==> src/verilog/fst_pkg.sv <==
// fst_pkg: register map, instruction fields, flag layout and engine states
// of the three-operand float subtract unit.
// assumes: included first; every fst_* file except fst_rf_if imports it.
package fst_pkg;
   // axi4-lite byte offsets (word aligned)
   localparam logic [7:0] OFS_CTRL = 8'h00;
   localparam logic [7:0] OFS_INSTR = 8'h04;
   localparam logic [7:0] OFS_MOP1 = 8'h08;
   localparam logic [7:0] OFS_MOP2 = 8'h0C;
   localparam logic [7:0] OFS_FLAGS = 8'h10;
   localparam logic [7:0] OFS_STAT = 8'h14;
   localparam logic [7:0] OFS_INT_STAT = 8'h18;
   localparam logic [7:0] OFS_INT_CLR = 8'h1C;
   localparam logic [7:0] OFS_INT_EN = 8'h20;
   // register file window 0x40..0x7f: rn mantissa at +8n, exponent +8n+4
   localparam logic [1:0] RF_WIN = 2'b01;
   // instruction fields
   localparam int MODE_LO = 21;
   localparam int DST_LO = 16;
   localparam int DST_W = 5;
   localparam int SRC1_LO = 8;
   localparam int SRC2_LO = 0;
   localparam int SEL_W = 3;
   // condition flag bit positions
   localparam int FLG_C = 0;
   localparam int FLG_V = 1;
   localparam int FLG_Z = 2;
   localparam int FLG_N = 3;
   localparam int FLG_UF = 4;
   localparam int FLG_LV = 5;
   localparam int FLG_LUF = 6;
   localparam int FLAGS_W = 7;
   // interrupt events
   localparam int INT_DONE = 0;
   localparam int INT_OVF = 1;
   localparam int INT_UNF = 2;
   localparam int INT_W = 3;
   // number format
   localparam int EXT_W = 40;
   localparam int FRAC_W = 31;
   localparam int ACC_W = 37;
   localparam logic [7:0] EXP_ZERO = 8'h80;
   localparam logic [7:0] EXP_MAX = 8'h7F;
   // reset values
   localparam logic [31:0] RST_INSTR = 32'h0000_0000;
   localparam logic [6:0] RST_FLAGS = 7'h00;
   localparam logic [2:0] RST_INT_EN = 3'h0;
   // axi responses
   localparam logic [1:0] RESP_OKAY = 2'b00;
   localparam logic [1:0] RESP_SLVERR = 2'b10;
   // engine states, gray along idle -> fetch -> exec; exec -> idle flips both bits
   typedef enum logic [1:0] {
      ST_IDLE = 2'b00,
      ST_FETCH = 2'b01,
      ST_EXEC = 2'b11
   } fst_state_t;
endpackage : fst_pkg

==> src/verilog/fst_rf_if.sv <==
// fst_rf_if: ports of the extended-precision register file.
// assumes: one owner drives addresses and writes; reads are registered.
`timescale 1ns/1ps
`default_nettype none
interface fst_rf_if;
   logic [2:0] addr_a;
   logic [2:0] addr_b;
   logic [2:0] waddr;
   logic [39:0] wdata;
   logic [4:0] wbe;
   logic [39:0] rdata_a;
   logic [39:0] rdata_b;
   modport owner(output addr_a, addr_b, waddr, wdata, wbe,
                 input rdata_a, rdata_b);
   modport mem(input addr_a, addr_b, waddr, wdata, wbe,
               output rdata_a, rdata_b);
endinterface : fst_rf_if
`default_nettype wire

==> src/verilog/fst_regfile.sv <==
// fst_regfile: eight 40-bit registers r0..r7, two registered read ports
// and one byte-enabled write port.
// assumes: single clock; contents are data and need no reset.
`timescale 1ns/1ps
`default_nettype none
module fst_regfile (
   // clock
   input wire logic aclk,
   // register file port
   fst_rf_if.mem rf
);
   import fst_pkg::*;

   typedef struct packed {
      logic [7:0][39:0] regs;
      logic [39:0] ra;
      logic [39:0] rb;
   } fst_rf_t;

   fst_rf_t s_r;
   fst_rf_t s_nxt;

   // read before write: a read in the write cycle sees the old word
   always_comb begin
      s_nxt = s_r;
      s_nxt.ra = s_r.regs[rf.addr_a];
      s_nxt.rb = s_r.regs[rf.addr_b];
      for (int i = 0; i < 5; i++) begin
         if (rf.wbe[i]) begin
            s_nxt.regs[rf.waddr][i*8 +: 8] = rf.wdata[i*8 +: 8];
         end
      end
   end

   always_ff @(posedge aclk) begin
      s_r <= s_nxt;
   end

   assign rf.rdata_a = s_r.ra;
   assign rf.rdata_b = s_r.rb;
endmodule : fst_regfile
`default_nettype wire

==> src/verilog/fst_top.sv <==
// fst_top: three-operand float subtract datapath with axi4-lite registers,
// condition flags and a level interrupt.
// assumes: one clock aclk, synchronous active-low aresetn, axi4-lite master.
//
// Local design decisions: the AXI4-Lite slave port and the address map.
`timescale 1ns/1ps
`default_nettype none
module fst_top (
   // clock and reset
   input wire logic aclk,
   input wire logic aresetn,
   // axi4-lite write address and data
   input wire logic [7:0] awaddr,
   input wire logic awvalid,
   output logic awready,
   input wire logic [31:0] wdata,
   input wire logic [3:0] wstrb,
   input wire logic wvalid,
   output logic wready,
   // axi4-lite write response
   output logic [1:0] bresp,
   output logic bvalid,
   input wire logic bready,
   // axi4-lite read
   input wire logic [7:0] araddr,
   input wire logic arvalid,
   output logic arready,
   output logic [31:0] rdata,
   output logic [1:0] rresp,
   output logic rvalid,
   input wire logic rready,
   // interrupt
   output logic irq
);
   import fst_pkg::*;

   typedef struct packed {
      fst_state_t st;
      logic [31:0] instr;
      logic sat_mode;
      logic [31:0] mop1;
      logic [31:0] mop2;
      logic [FLAGS_W-1:0] flags;
      logic bad_dst;
      logic [INT_W-1:0] int_stat;
      logic [INT_W-1:0] int_en;
      logic irq;
      logic awready;
      logic wready;
      logic awheld;
      logic wheld;
      logic [7:0] awaddr;
      logic [31:0] wdata;
      logic [3:0] wstrb;
      logic bvalid;
      logic [1:0] bresp;
      logic arready;
      logic rd_pend;
      logic [7:0] araddr;
      logic rvalid;
      logic [31:0] rdata;
      logic [1:0] rresp;
   } fst_top_t;

   fst_top_t s_r;
   fst_top_t s_nxt;

   fst_rf_if rf ();

   fst_regfile u_rf (
      .aclk(aclk),
      .rf(rf)
   );

   // byte-lane merge for software writes
   function automatic logic [31:0] merge(input logic [31:0] old,
                                         input logic [31:0] nw,
                                         input logic [3:0] be);
      merge = old;
      for (int i = 0; i < 4; i++) begin
         if (be[i]) begin
            merge[i*8 +: 8] = nw[i*8 +: 8];
         end
      end
   endfunction : merge

   // 32-bit memory float widened to extended form, low bits zero
   function automatic logic [39:0] mem_to_ext(input logic [31:0] m);
      mem_to_ext = {m, 8'h00};
   endfunction : mem_to_ext

   // {zero, sign, magnitude}; magnitude is 1.f (pos) or 2-0.f (neg)
   function automatic logic [34:0] unpack(input logic [39:0] x);
      logic [32:0] mg;
      mg = 33'h1_0000_0000 - {2'b00, x[FRAC_W-1:0]};
      if (!x[31]) begin
         mg = {2'b01, x[FRAC_W-1:0]};
      end
      if (x[39:32] == EXP_ZERO) begin
         mg = '0;
      end
      unpack = {x[39:32] == EXP_ZERO, x[31], mg};
   endfunction : unpack

   // position of the most significant one
   function automatic logic [5:0] lead(input logic [ACC_W-1:0] x);
      lead = '0;
      for (int i = 0; i < ACC_W; i++) begin
         if (x[i]) begin
            lead = 6'(i);
         end
      end
   endfunction : lead

   // a - b in extended float; returns {overflow, underflow, result}
   function automatic logic [41:0] fsub(input logic [39:0] a,
                                        input logic [39:0] b);
      logic [34:0] ua;
      logic [34:0] ub;
      logic signed [9:0] ea;
      logic signed [9:0] eb;
      logic signed [9:0] emax;
      logic signed [9:0] er;
      logic signed [9:0] diff;
      logic signed [ACC_W-1:0] va;
      logic signed [ACC_W-1:0] vb;
      logic signed [ACC_W-1:0] sum;
      logic [ACC_W-1:0] mag;
      logic [ACC_W-1:0] nm;
      logic [5:0] p;
      logic [31:0] m;
      logic [31:0] f;
      logic [39:0] res;
      logic ov;
      logic uf;
      ua = unpack(a);
      ub = unpack(b);
      ea = 10'($signed(a[39:32]));
      eb = 10'($signed(b[39:32]));
      va = {4'b0000, ua[32:0]};
      vb = {4'b0000, ub[32:0]};
      if (ua[33]) va = -va;
      // subtraction: second operand enters with sign turned
      if (!ub[33]) vb = -vb;
      diff = ea - eb;
      emax = ea;
      // align the smaller exponent; far-off operands vanish
      if (diff >= 0) begin
         vb = (diff > 10'sd36) ? '0 : $signed(vb >>> diff[5:0]);
      end else begin
         emax = eb;
         diff = -diff;
         va = (diff > 10'sd36) ? '0 : $signed(va >>> diff[5:0]);
      end
      sum = va + vb;
      mag = sum[ACC_W-1] ? ACC_W'(-sum) : sum;
      p = lead(mag);
      if (p >= 6'd31) nm = mag >> (p - 6'd31);
      else nm = mag << (6'd31 - p);
      er = emax + $signed({4'b0000, p}) - 10'sd31;
      // repack into two's complement mantissa
      m = {1'b0, nm[FRAC_W-1:0]};
      if (sum[ACC_W-1]) begin
         f = 32'h0000_0000 - nm[31:0];
         m = {1'b1, f[FRAC_W-1:0]};
         if (nm[FRAC_W-1:0] == '0) begin
            er = er - 10'sd1;
            m = 32'h8000_0000;
         end
      end
      ov = (mag != '0) && (er > 10'sd127);
      uf = (mag != '0) && (er < -10'sd127);
      res = {er[7:0], m};
      // overflow saturates to the largest value of the result's sign
      if (ov) res = sum[ACC_W-1] ? {EXP_MAX, 32'h8000_0000}
                                 : {EXP_MAX, 32'h7FFF_FFFF};
      if (uf || mag == '0) res = {EXP_ZERO, 32'h0000_0000};
      fsub = {ov, uf, res};
   endfunction : fsub

   logic [1:0] mode;
   logic [DST_W-1:0] dst;
   assign mode = s_r.instr[MODE_LO +: 2];
   assign dst = s_r.instr[DST_LO +: DST_W];

   // next-state logic: bus slave, engine, flags and interrupt
   always_comb begin
      logic [39:0] op1;
      logic [39:0] op2;
      logic [41:0] fr;
      logic [INT_W-1:0] ev;
      logic [INT_W-1:0] clr;
      logic [31:0] rv;
      s_nxt = s_r;
      ev = '0;
      clr = '0;
      rv = 32'h0000_0000;
      // source fields sit by encoding position, not assembly order
      op1 = mode[0] ? mem_to_ext(s_r.mop1) : rf.rdata_a;
      op2 = mode[1] ? mem_to_ext(s_r.mop2) : rf.rdata_b;
      // sat_mode is deliberately not an input here
      fr = fsub(op1, op2);
      rf.addr_a = (s_r.st == ST_FETCH) ? s_r.instr[SRC1_LO +: SEL_W]
                                       : araddr[5:3];
      rf.addr_b = s_r.instr[SRC2_LO +: SEL_W];
      rf.waddr = (s_r.st == ST_EXEC) ? dst[SEL_W-1:0] : s_r.awaddr[5:3];
      rf.wdata = (s_r.st == ST_EXEC) ? fr[39:0]
                                     : {s_r.wdata[7:0], s_r.wdata};
      rf.wbe = '0;

      // write address and data are taken independently
      if (awvalid && s_r.awready) begin
         s_nxt.awaddr = awaddr;
         s_nxt.awheld = 1'b1;
      end
      if (wvalid && s_r.wready) begin
         s_nxt.wdata = wdata;
         s_nxt.wstrb = wstrb;
         s_nxt.wheld = 1'b1;
      end
      if (s_r.bvalid && bready) s_nxt.bvalid = 1'b0;

      // writes wait for an idle engine so registers never tear mid-op
      if (s_r.awheld && s_r.wheld && !s_r.bvalid && s_r.st == ST_IDLE) begin
         s_nxt.awheld = 1'b0;
         s_nxt.wheld = 1'b0;
         s_nxt.bvalid = 1'b1;
         s_nxt.bresp = RESP_OKAY;
         if (s_r.awaddr[7:6] == RF_WIN) begin
            rf.wbe = s_r.awaddr[2] ? {s_r.wstrb[0], 4'b0000}
                                   : {1'b0, s_r.wstrb};
         end else begin
            unique case ({s_r.awaddr[7:2], 2'b00})
               OFS_CTRL: if (s_r.wstrb[0]) s_nxt.sat_mode = s_r.wdata[0];
               OFS_INSTR: begin
                  s_nxt.instr = merge(s_r.instr, s_r.wdata, s_r.wstrb);
                  s_nxt.st = ST_FETCH;
               end
               OFS_MOP1: s_nxt.mop1 = merge(s_r.mop1, s_r.wdata, s_r.wstrb);
               OFS_MOP2: s_nxt.mop2 = merge(s_r.mop2, s_r.wdata, s_r.wstrb);
               OFS_FLAGS: if (s_r.wstrb[0]) begin
                  s_nxt.flags = s_r.wdata[FLAGS_W-1:0];
               end
               OFS_INT_CLR: if (s_r.wstrb[0]) clr = s_r.wdata[INT_W-1:0];
               OFS_INT_EN: if (s_r.wstrb[0]) begin
                  s_nxt.int_en = s_r.wdata[INT_W-1:0];
               end
               OFS_STAT, OFS_INT_STAT: ;
               default: s_nxt.bresp = RESP_SLVERR;
            endcase
         end
      end

      // engine: fetch reads both sources, exec writes back
      unique case (s_r.st)
         ST_IDLE: ;
         ST_FETCH: s_nxt.st = ST_EXEC;
         ST_EXEC: begin
            s_nxt.st = ST_IDLE;
            ev[INT_DONE] = 1'b1;
            s_nxt.bad_dst = dst[DST_W-1:SEL_W] != '0;
            // only r0..r7 are legal targets
            if (dst[DST_W-1:SEL_W] == '0) begin
               rf.wbe = '1;
               s_nxt.flags[FLG_LUF] = s_r.flags[FLG_LUF] | fr[40];
               s_nxt.flags[FLG_LV] = s_r.flags[FLG_LV] | fr[41];
               s_nxt.flags[FLG_UF] = fr[40];
               s_nxt.flags[FLG_N] = fr[31];
               s_nxt.flags[FLG_Z] = fr[39:32] == EXP_ZERO;
               s_nxt.flags[FLG_V] = fr[41];  // carry kept
               ev[INT_OVF] = fr[41];
               ev[INT_UNF] = fr[40];
            end
         end
      endcase

      // reads take one cycle to gather register file data
      if (arvalid && s_r.arready) begin
         s_nxt.araddr = araddr;
         s_nxt.rd_pend = 1'b1;
      end
      if (s_r.rvalid && rready) s_nxt.rvalid = 1'b0;
      if (s_r.rd_pend) begin
         s_nxt.rd_pend = 1'b0;
         s_nxt.rvalid = 1'b1;
         s_nxt.rresp = RESP_OKAY;
         if (s_r.araddr[7:6] == RF_WIN) begin
            rv = s_r.araddr[2] ? {24'h00_0000, rf.rdata_a[39:32]}
                               : rf.rdata_a[31:0];
         end else begin
            unique case ({s_r.araddr[7:2], 2'b00})
               OFS_CTRL: rv = {31'h0000_0000, s_r.sat_mode};
               OFS_INSTR: rv = s_r.instr;
               OFS_MOP1: rv = s_r.mop1;
               OFS_MOP2: rv = s_r.mop2;
               OFS_FLAGS: rv = {25'h000_0000, s_r.flags};
               OFS_STAT: rv = {30'h0000_0000, s_r.bad_dst,
                               s_r.st != ST_IDLE};
               OFS_INT_STAT: rv = {29'h0000_0000, s_r.int_stat};
               OFS_INT_EN: rv = {29'h0000_0000, s_r.int_en};
               OFS_INT_CLR: ;
               default: s_nxt.rresp = RESP_SLVERR;
            endcase
         end
         s_nxt.rdata = rv;
      end

      // sticky events: a set in the clear cycle survives
      s_nxt.int_stat = (s_r.int_stat & ~clr) | ev;
      s_nxt.irq = |(s_nxt.int_stat & s_nxt.int_en);
      s_nxt.awready = !s_nxt.awheld;
      s_nxt.wready = !s_nxt.wheld;
      s_nxt.arready = !s_nxt.rd_pend && !s_nxt.rvalid
                      && s_nxt.st == ST_IDLE;
   end

   // single state register, synchronous reset
   always_ff @(posedge aclk) begin
      if (!aresetn) begin
         s_r <= '0;
         s_r.st <= ST_IDLE;
         s_r.instr <= RST_INSTR;
         s_r.flags <= RST_FLAGS;
         s_r.int_en <= RST_INT_EN;
         s_r.awready <= 1'b1;
         s_r.wready <= 1'b1;
         s_r.arready <= 1'b1;
      end else begin
         s_r <= s_nxt;
      end
   end

   assign awready = s_r.awready;
   assign wready = s_r.wready;
   assign bvalid = s_r.bvalid;
   assign bresp = s_r.bresp;
   assign arready = s_r.arready;
   assign rvalid = s_r.rvalid;
   assign rdata = s_r.rdata;
   assign rresp = s_r.rresp;
   assign irq = s_r.irq;
endmodule : fst_top
`default_nettype wire

==> config.mk <==
export PLATFORM = sky130hd
export DESIGN_NAME = fst_top
export DESIGN_NICKNAME = d
export VERILOG_FILES = /design/src/verilog/fst_pkg.sv /design/src/verilog/fst_rf_if.sv /design/src/verilog/fst_regfile.sv /design/src/verilog/fst_top.sv
export SDC_FILE = /design/constraint.sdc
export NUM_CORES = 2
export LEC_CHECK = 0
export ABC_AREA = 1
export BUFFER_PORTS_ARGS = -buffer_cell sky130_fd_sc_hd__buf_2
export CAP_MARGIN = 20
export CELL_PAD_IN_SITES_DETAIL_PLACEMENT = 1
export CELL_PAD_IN_SITES_GLOBAL_PLACEMENT = 2
export CORE_MARGIN = 10
export CORE_UTILIZATION = 23
export CTS_CLUSTER_SIZE = 20
export DETAILED_ROUTE_END_ITERATION = 10
export PLACE_DENSITY_LB_ADDON = 0.1
export SLEW_MARGIN = 20
export SYNTH_ARGS = -nofsm -noshare
export SYNTH_HDL_FRONTEND = slang
export SYNTH_SLANG_ARGS = --single-unit
==> constraint.sdc <==
create_clock -name aclk -period 14.95 [get_ports aclk]
set_clock_uncertainty 0.2 [all_clocks]
set_input_delay 0 -clock aclk [delete_from_list [all_inputs] [get_ports aclk]]
set_output_delay 0 -clock aclk [all_outputs]
set_load 0.03 [all_outputs]
==> results.sh <==
export IMPL_required_ns=15.13
export IMPL_r2r_start="u_rf.rf.rdata_a[39]"
export IMPL_ir_drop_v=0.000207
export IMPL_fin_nets=7051
export IMPL_nFillCells=23063
export IMPL_drv_cap=0
export IMPL_synth_top_area_cell="edfxtp_1"
export IMPL_worst_pin_slew_ns=1.14
export IMPL_dieArea_um2=206000
export IMPL_yosys_top_cells_area="edfxtp_1, dfxtp_1, nand2_1"
export IMPL_antenna_found_initial=10
export IMPL_wl_mm=238
export IMPL_synth_ff_type="edfxtp_1"
export IMPL_seq_area_um2=15300
export IMPL_layout_commonest_cell="nand2_1"
export IMPL_p_leak_uw=0.0227
export IMPL_postSynthCellCount=6410
export IMPL_power_density_nw_per_um2=289
export IMPL_die_x_um=454
export IMPL_cp_num_buf_inv=21
export IMPL_drc=0
export IMPL_synth_cell_area_um2=43300
export IMPL_fin_util_pct=29.1
export IMPL_drv_slew=0
export IMPL_period_share_pct=92.5
export IMPL_clkTransAtPathRegs_ns=0.06
export IMPL_grt_pass1_vias=48020
export IMPL_clock_sinks=604
export IMPL_synth_cell_types=73
export IMPL_hold_violations=0
export IMPL_crit_type="flop to flop"
export IMPL_status="complete, no violations"
export IMPL_first_pass_iters=5
export IMPL_cts_htree_levels=3
export IMPL_worst_setup_path_end_kind="flop"
export IMPL_die_y_um=454
export IMPL_hold_ws_ns=0.0544
export IMPL_ys_seq_area_share_pct=35.3
export IMPL_cts_made_buffers=76
export IMPL_multi_input_area_um2=24600
export IMPL_core_area_um2=187000
export IMPL_hp_start="rready"
export IMPL_max_freq_ghz=0.0723
export IMPL_synthArstFlopShare_pct=0
export IMPL_num_vias=47374
export IMPL_crit_family="simple AND/OR/NAND/NOR gates"
export IMPL_hold_class="primary input to flop"
export IMPL_dp_hpwl_mm=182
export IMPL_synth_edf_count=320
export IMPL_wl_per_cell_um=25.1
export IMPL_period_minus_slack_ns=13.83
export IMPL_grt_usage_pct=22.2
export IMPL_yosysWarnings=0
export IMPL_grt_start_max_net_pins=81
export IMPL_syn_to_final_growth_pct=25.8
export IMPL_cp_start_kind="flop"
export IMPL_cts_tree="done"
export IMPL_crit_path_start="u_rf.rf.rdata_a[39]"
export IMPL_total_power_uw=15700
export IMPL_cpMostUsedCell="nand2_1"
export IMPL_ys_ff_latch=604
export IMPL_io_buffers=94
export IMPL_grt_remaining_overflow=0
export IMPL_vias_per_cell=5.00
export IMPL_crit_slowest_cell="or4_4"
export IMPL_cts_root_buf="clkbuf_16"
export IMPL_yosys_area_top_type_share_pct=22.2
export IMPL_relSlewSlack_pct=23.0
export IMPL_setup_viol=0
export IMPL_ant_nets=0
export IMPL_drt_iter0_drc=3267
export IMPL_clk_insertion_delay_late_ns=0.67
export IMPL_syn_area_per_cell_um2=6.75
export IMPL_final_cell_mix="nand2_1, o21ai_0, nor2_1"
export IMPL_drive_gt1_share_pct=15.0
export IMPL_io_pins=101
export IMPL_routabilityCongestion=0.870
export IMPL_cp_arrival_ns=14.01
export IMPL_initial_utilization_pct=23.1
export IMPL_path_max_fanout=8
export IMPL_grt_pass1_wl_mm=341
export IMPL_cts_buffer_depth=3
export IMPL_cpPeakStageDelay_ns=0.54
export IMPL_row_count=159
where the power goes:
part | internal [uW] | switching, uW
clock | 1070 | 776
sequential | 1780 | 65.8
combinational | 4550 | 7510
registers in the layout, summed over array words and instances (netlist names), 2 cells and up:
signal,flops
dst,5
mode,2
rdata,32
rf.addr_b,3
s_r,154
u_rf.rf.rdata_a,40
u_rf.rf.rdata_b,40
u_rf.s_r,320
worst reg2reg max path, delay by kind of cell, from the launching register on:
| kind | cells | cell delay, ns |
|---|---|---|
| buf+inv | 21 | 2.35 |
| fa+ha+maj | 2 | 0.48 |
| flops | 1 | 0.32 |
| simple gates | 56 | 7.82 |
| xor+xnor | 2 | 0.23 |
| compound gates | 13 | 2.19 |
final timing paths:
path / endpoint / slack, ns / cells past startpoint
max reg2reg: u_rf.s_r[279] / 1.12 / 94
max: u_rf.s_r[279] / 1.12 / 94
min reg2reg: s_r[103] / 0.27 / 2
min: rvalid / 0.05 / 5
logic make-up after synthesis:
kind of cell,share of synthesized area [%]
simple gates,25.8
other cells,0.00866
fa+ha+maj,2.19
xor+xnor,3.21
mux,0.578
compound gates,23.4
flops,35.3
buf+inv,9.47
layout make-up:
class / instances / share of cell area, %
multi-input cells: 4784 / 45.2
flip-flops and latches: 604 / 28.1
well taps: 2495 / 5.73
repair buffers: 831 / 12.1
clock inverters: 24 / 0.565
inverters: 621 / 4.31
clock buffers: 112 / 3.93
diodes: 1 / 0.00459
synth_stat cells (7+ instances only):
master     count
o41ai_1        7
dfxtp_1      284
o21ai_1       31
o211ai_1      64
xnor2_1       42
a21o_1         9
nand2_2       11
xor2_1       111
ha_1          71
a21oi_1      586
inv_2         28
o221ai_1      12
a31oi_1      112
nand3_1      482
buf_2         21
a221oi_1      27
edfxtp_1     320
or2_2          9
o21ai_0      898
buf_4         44
nand2_1     1246
buf_1         38
o2111ai_1      8
o21bai_1       7
o22ai_1       36
o31ai_1       14
mux2i_1       25
a22oi_1        7
nor2_1       724
o21a_1         8
buf_6          9
nor2_2        13
nand4_2        7
and3_1         7
clkbuf_1     290
nand4_1       49
clkinv_1      12
nor3_1        70
nand3b_1       7
inv_1        581
metrics by stage:
stage | cell area, um^2 | TNS, ns | setup slack (ns) | std cells
4_1_cts | 53500 | 0 | 0.0506 | 9439
6_report | 54500 | 0 | 1.12 | 9472
3_3_place_gp | 49500 | -60.10 | -0.466 | 9147
5_1_grt | 54500 | -3.98 | -0.0551 | 9471
3_5_place_dp | 49500 | -118.35 | -0.547 | 9147
2_1_floorplan | 43300 | 0 | 1.63 | 6411
layer usage:
layer | routed length (um) | vias to the layer above | track usage [%] | share of wire [%]
li1 | - | 22780 | - | -
met1 | 111000 | 23526 | 30.1 | 47
met2 | 113000 | 826 | 37.8 | 48
met3 | 6740 | 242 | 1.62 | 2.8
met4 | 7220 | 0 | 5.90 | 3.0
met5 | 0 | - | 0 | 0
what timing repair did:
item	CTS	global route
setup endpoints to repair	322	329
pin swaps	0	59
gates resized for setup	12	212
setup buffers	0	29
endpoints found under the hold margin	81	0
hold buffers	156	0
No activity file was read; power rests on OpenSTA's default activity.
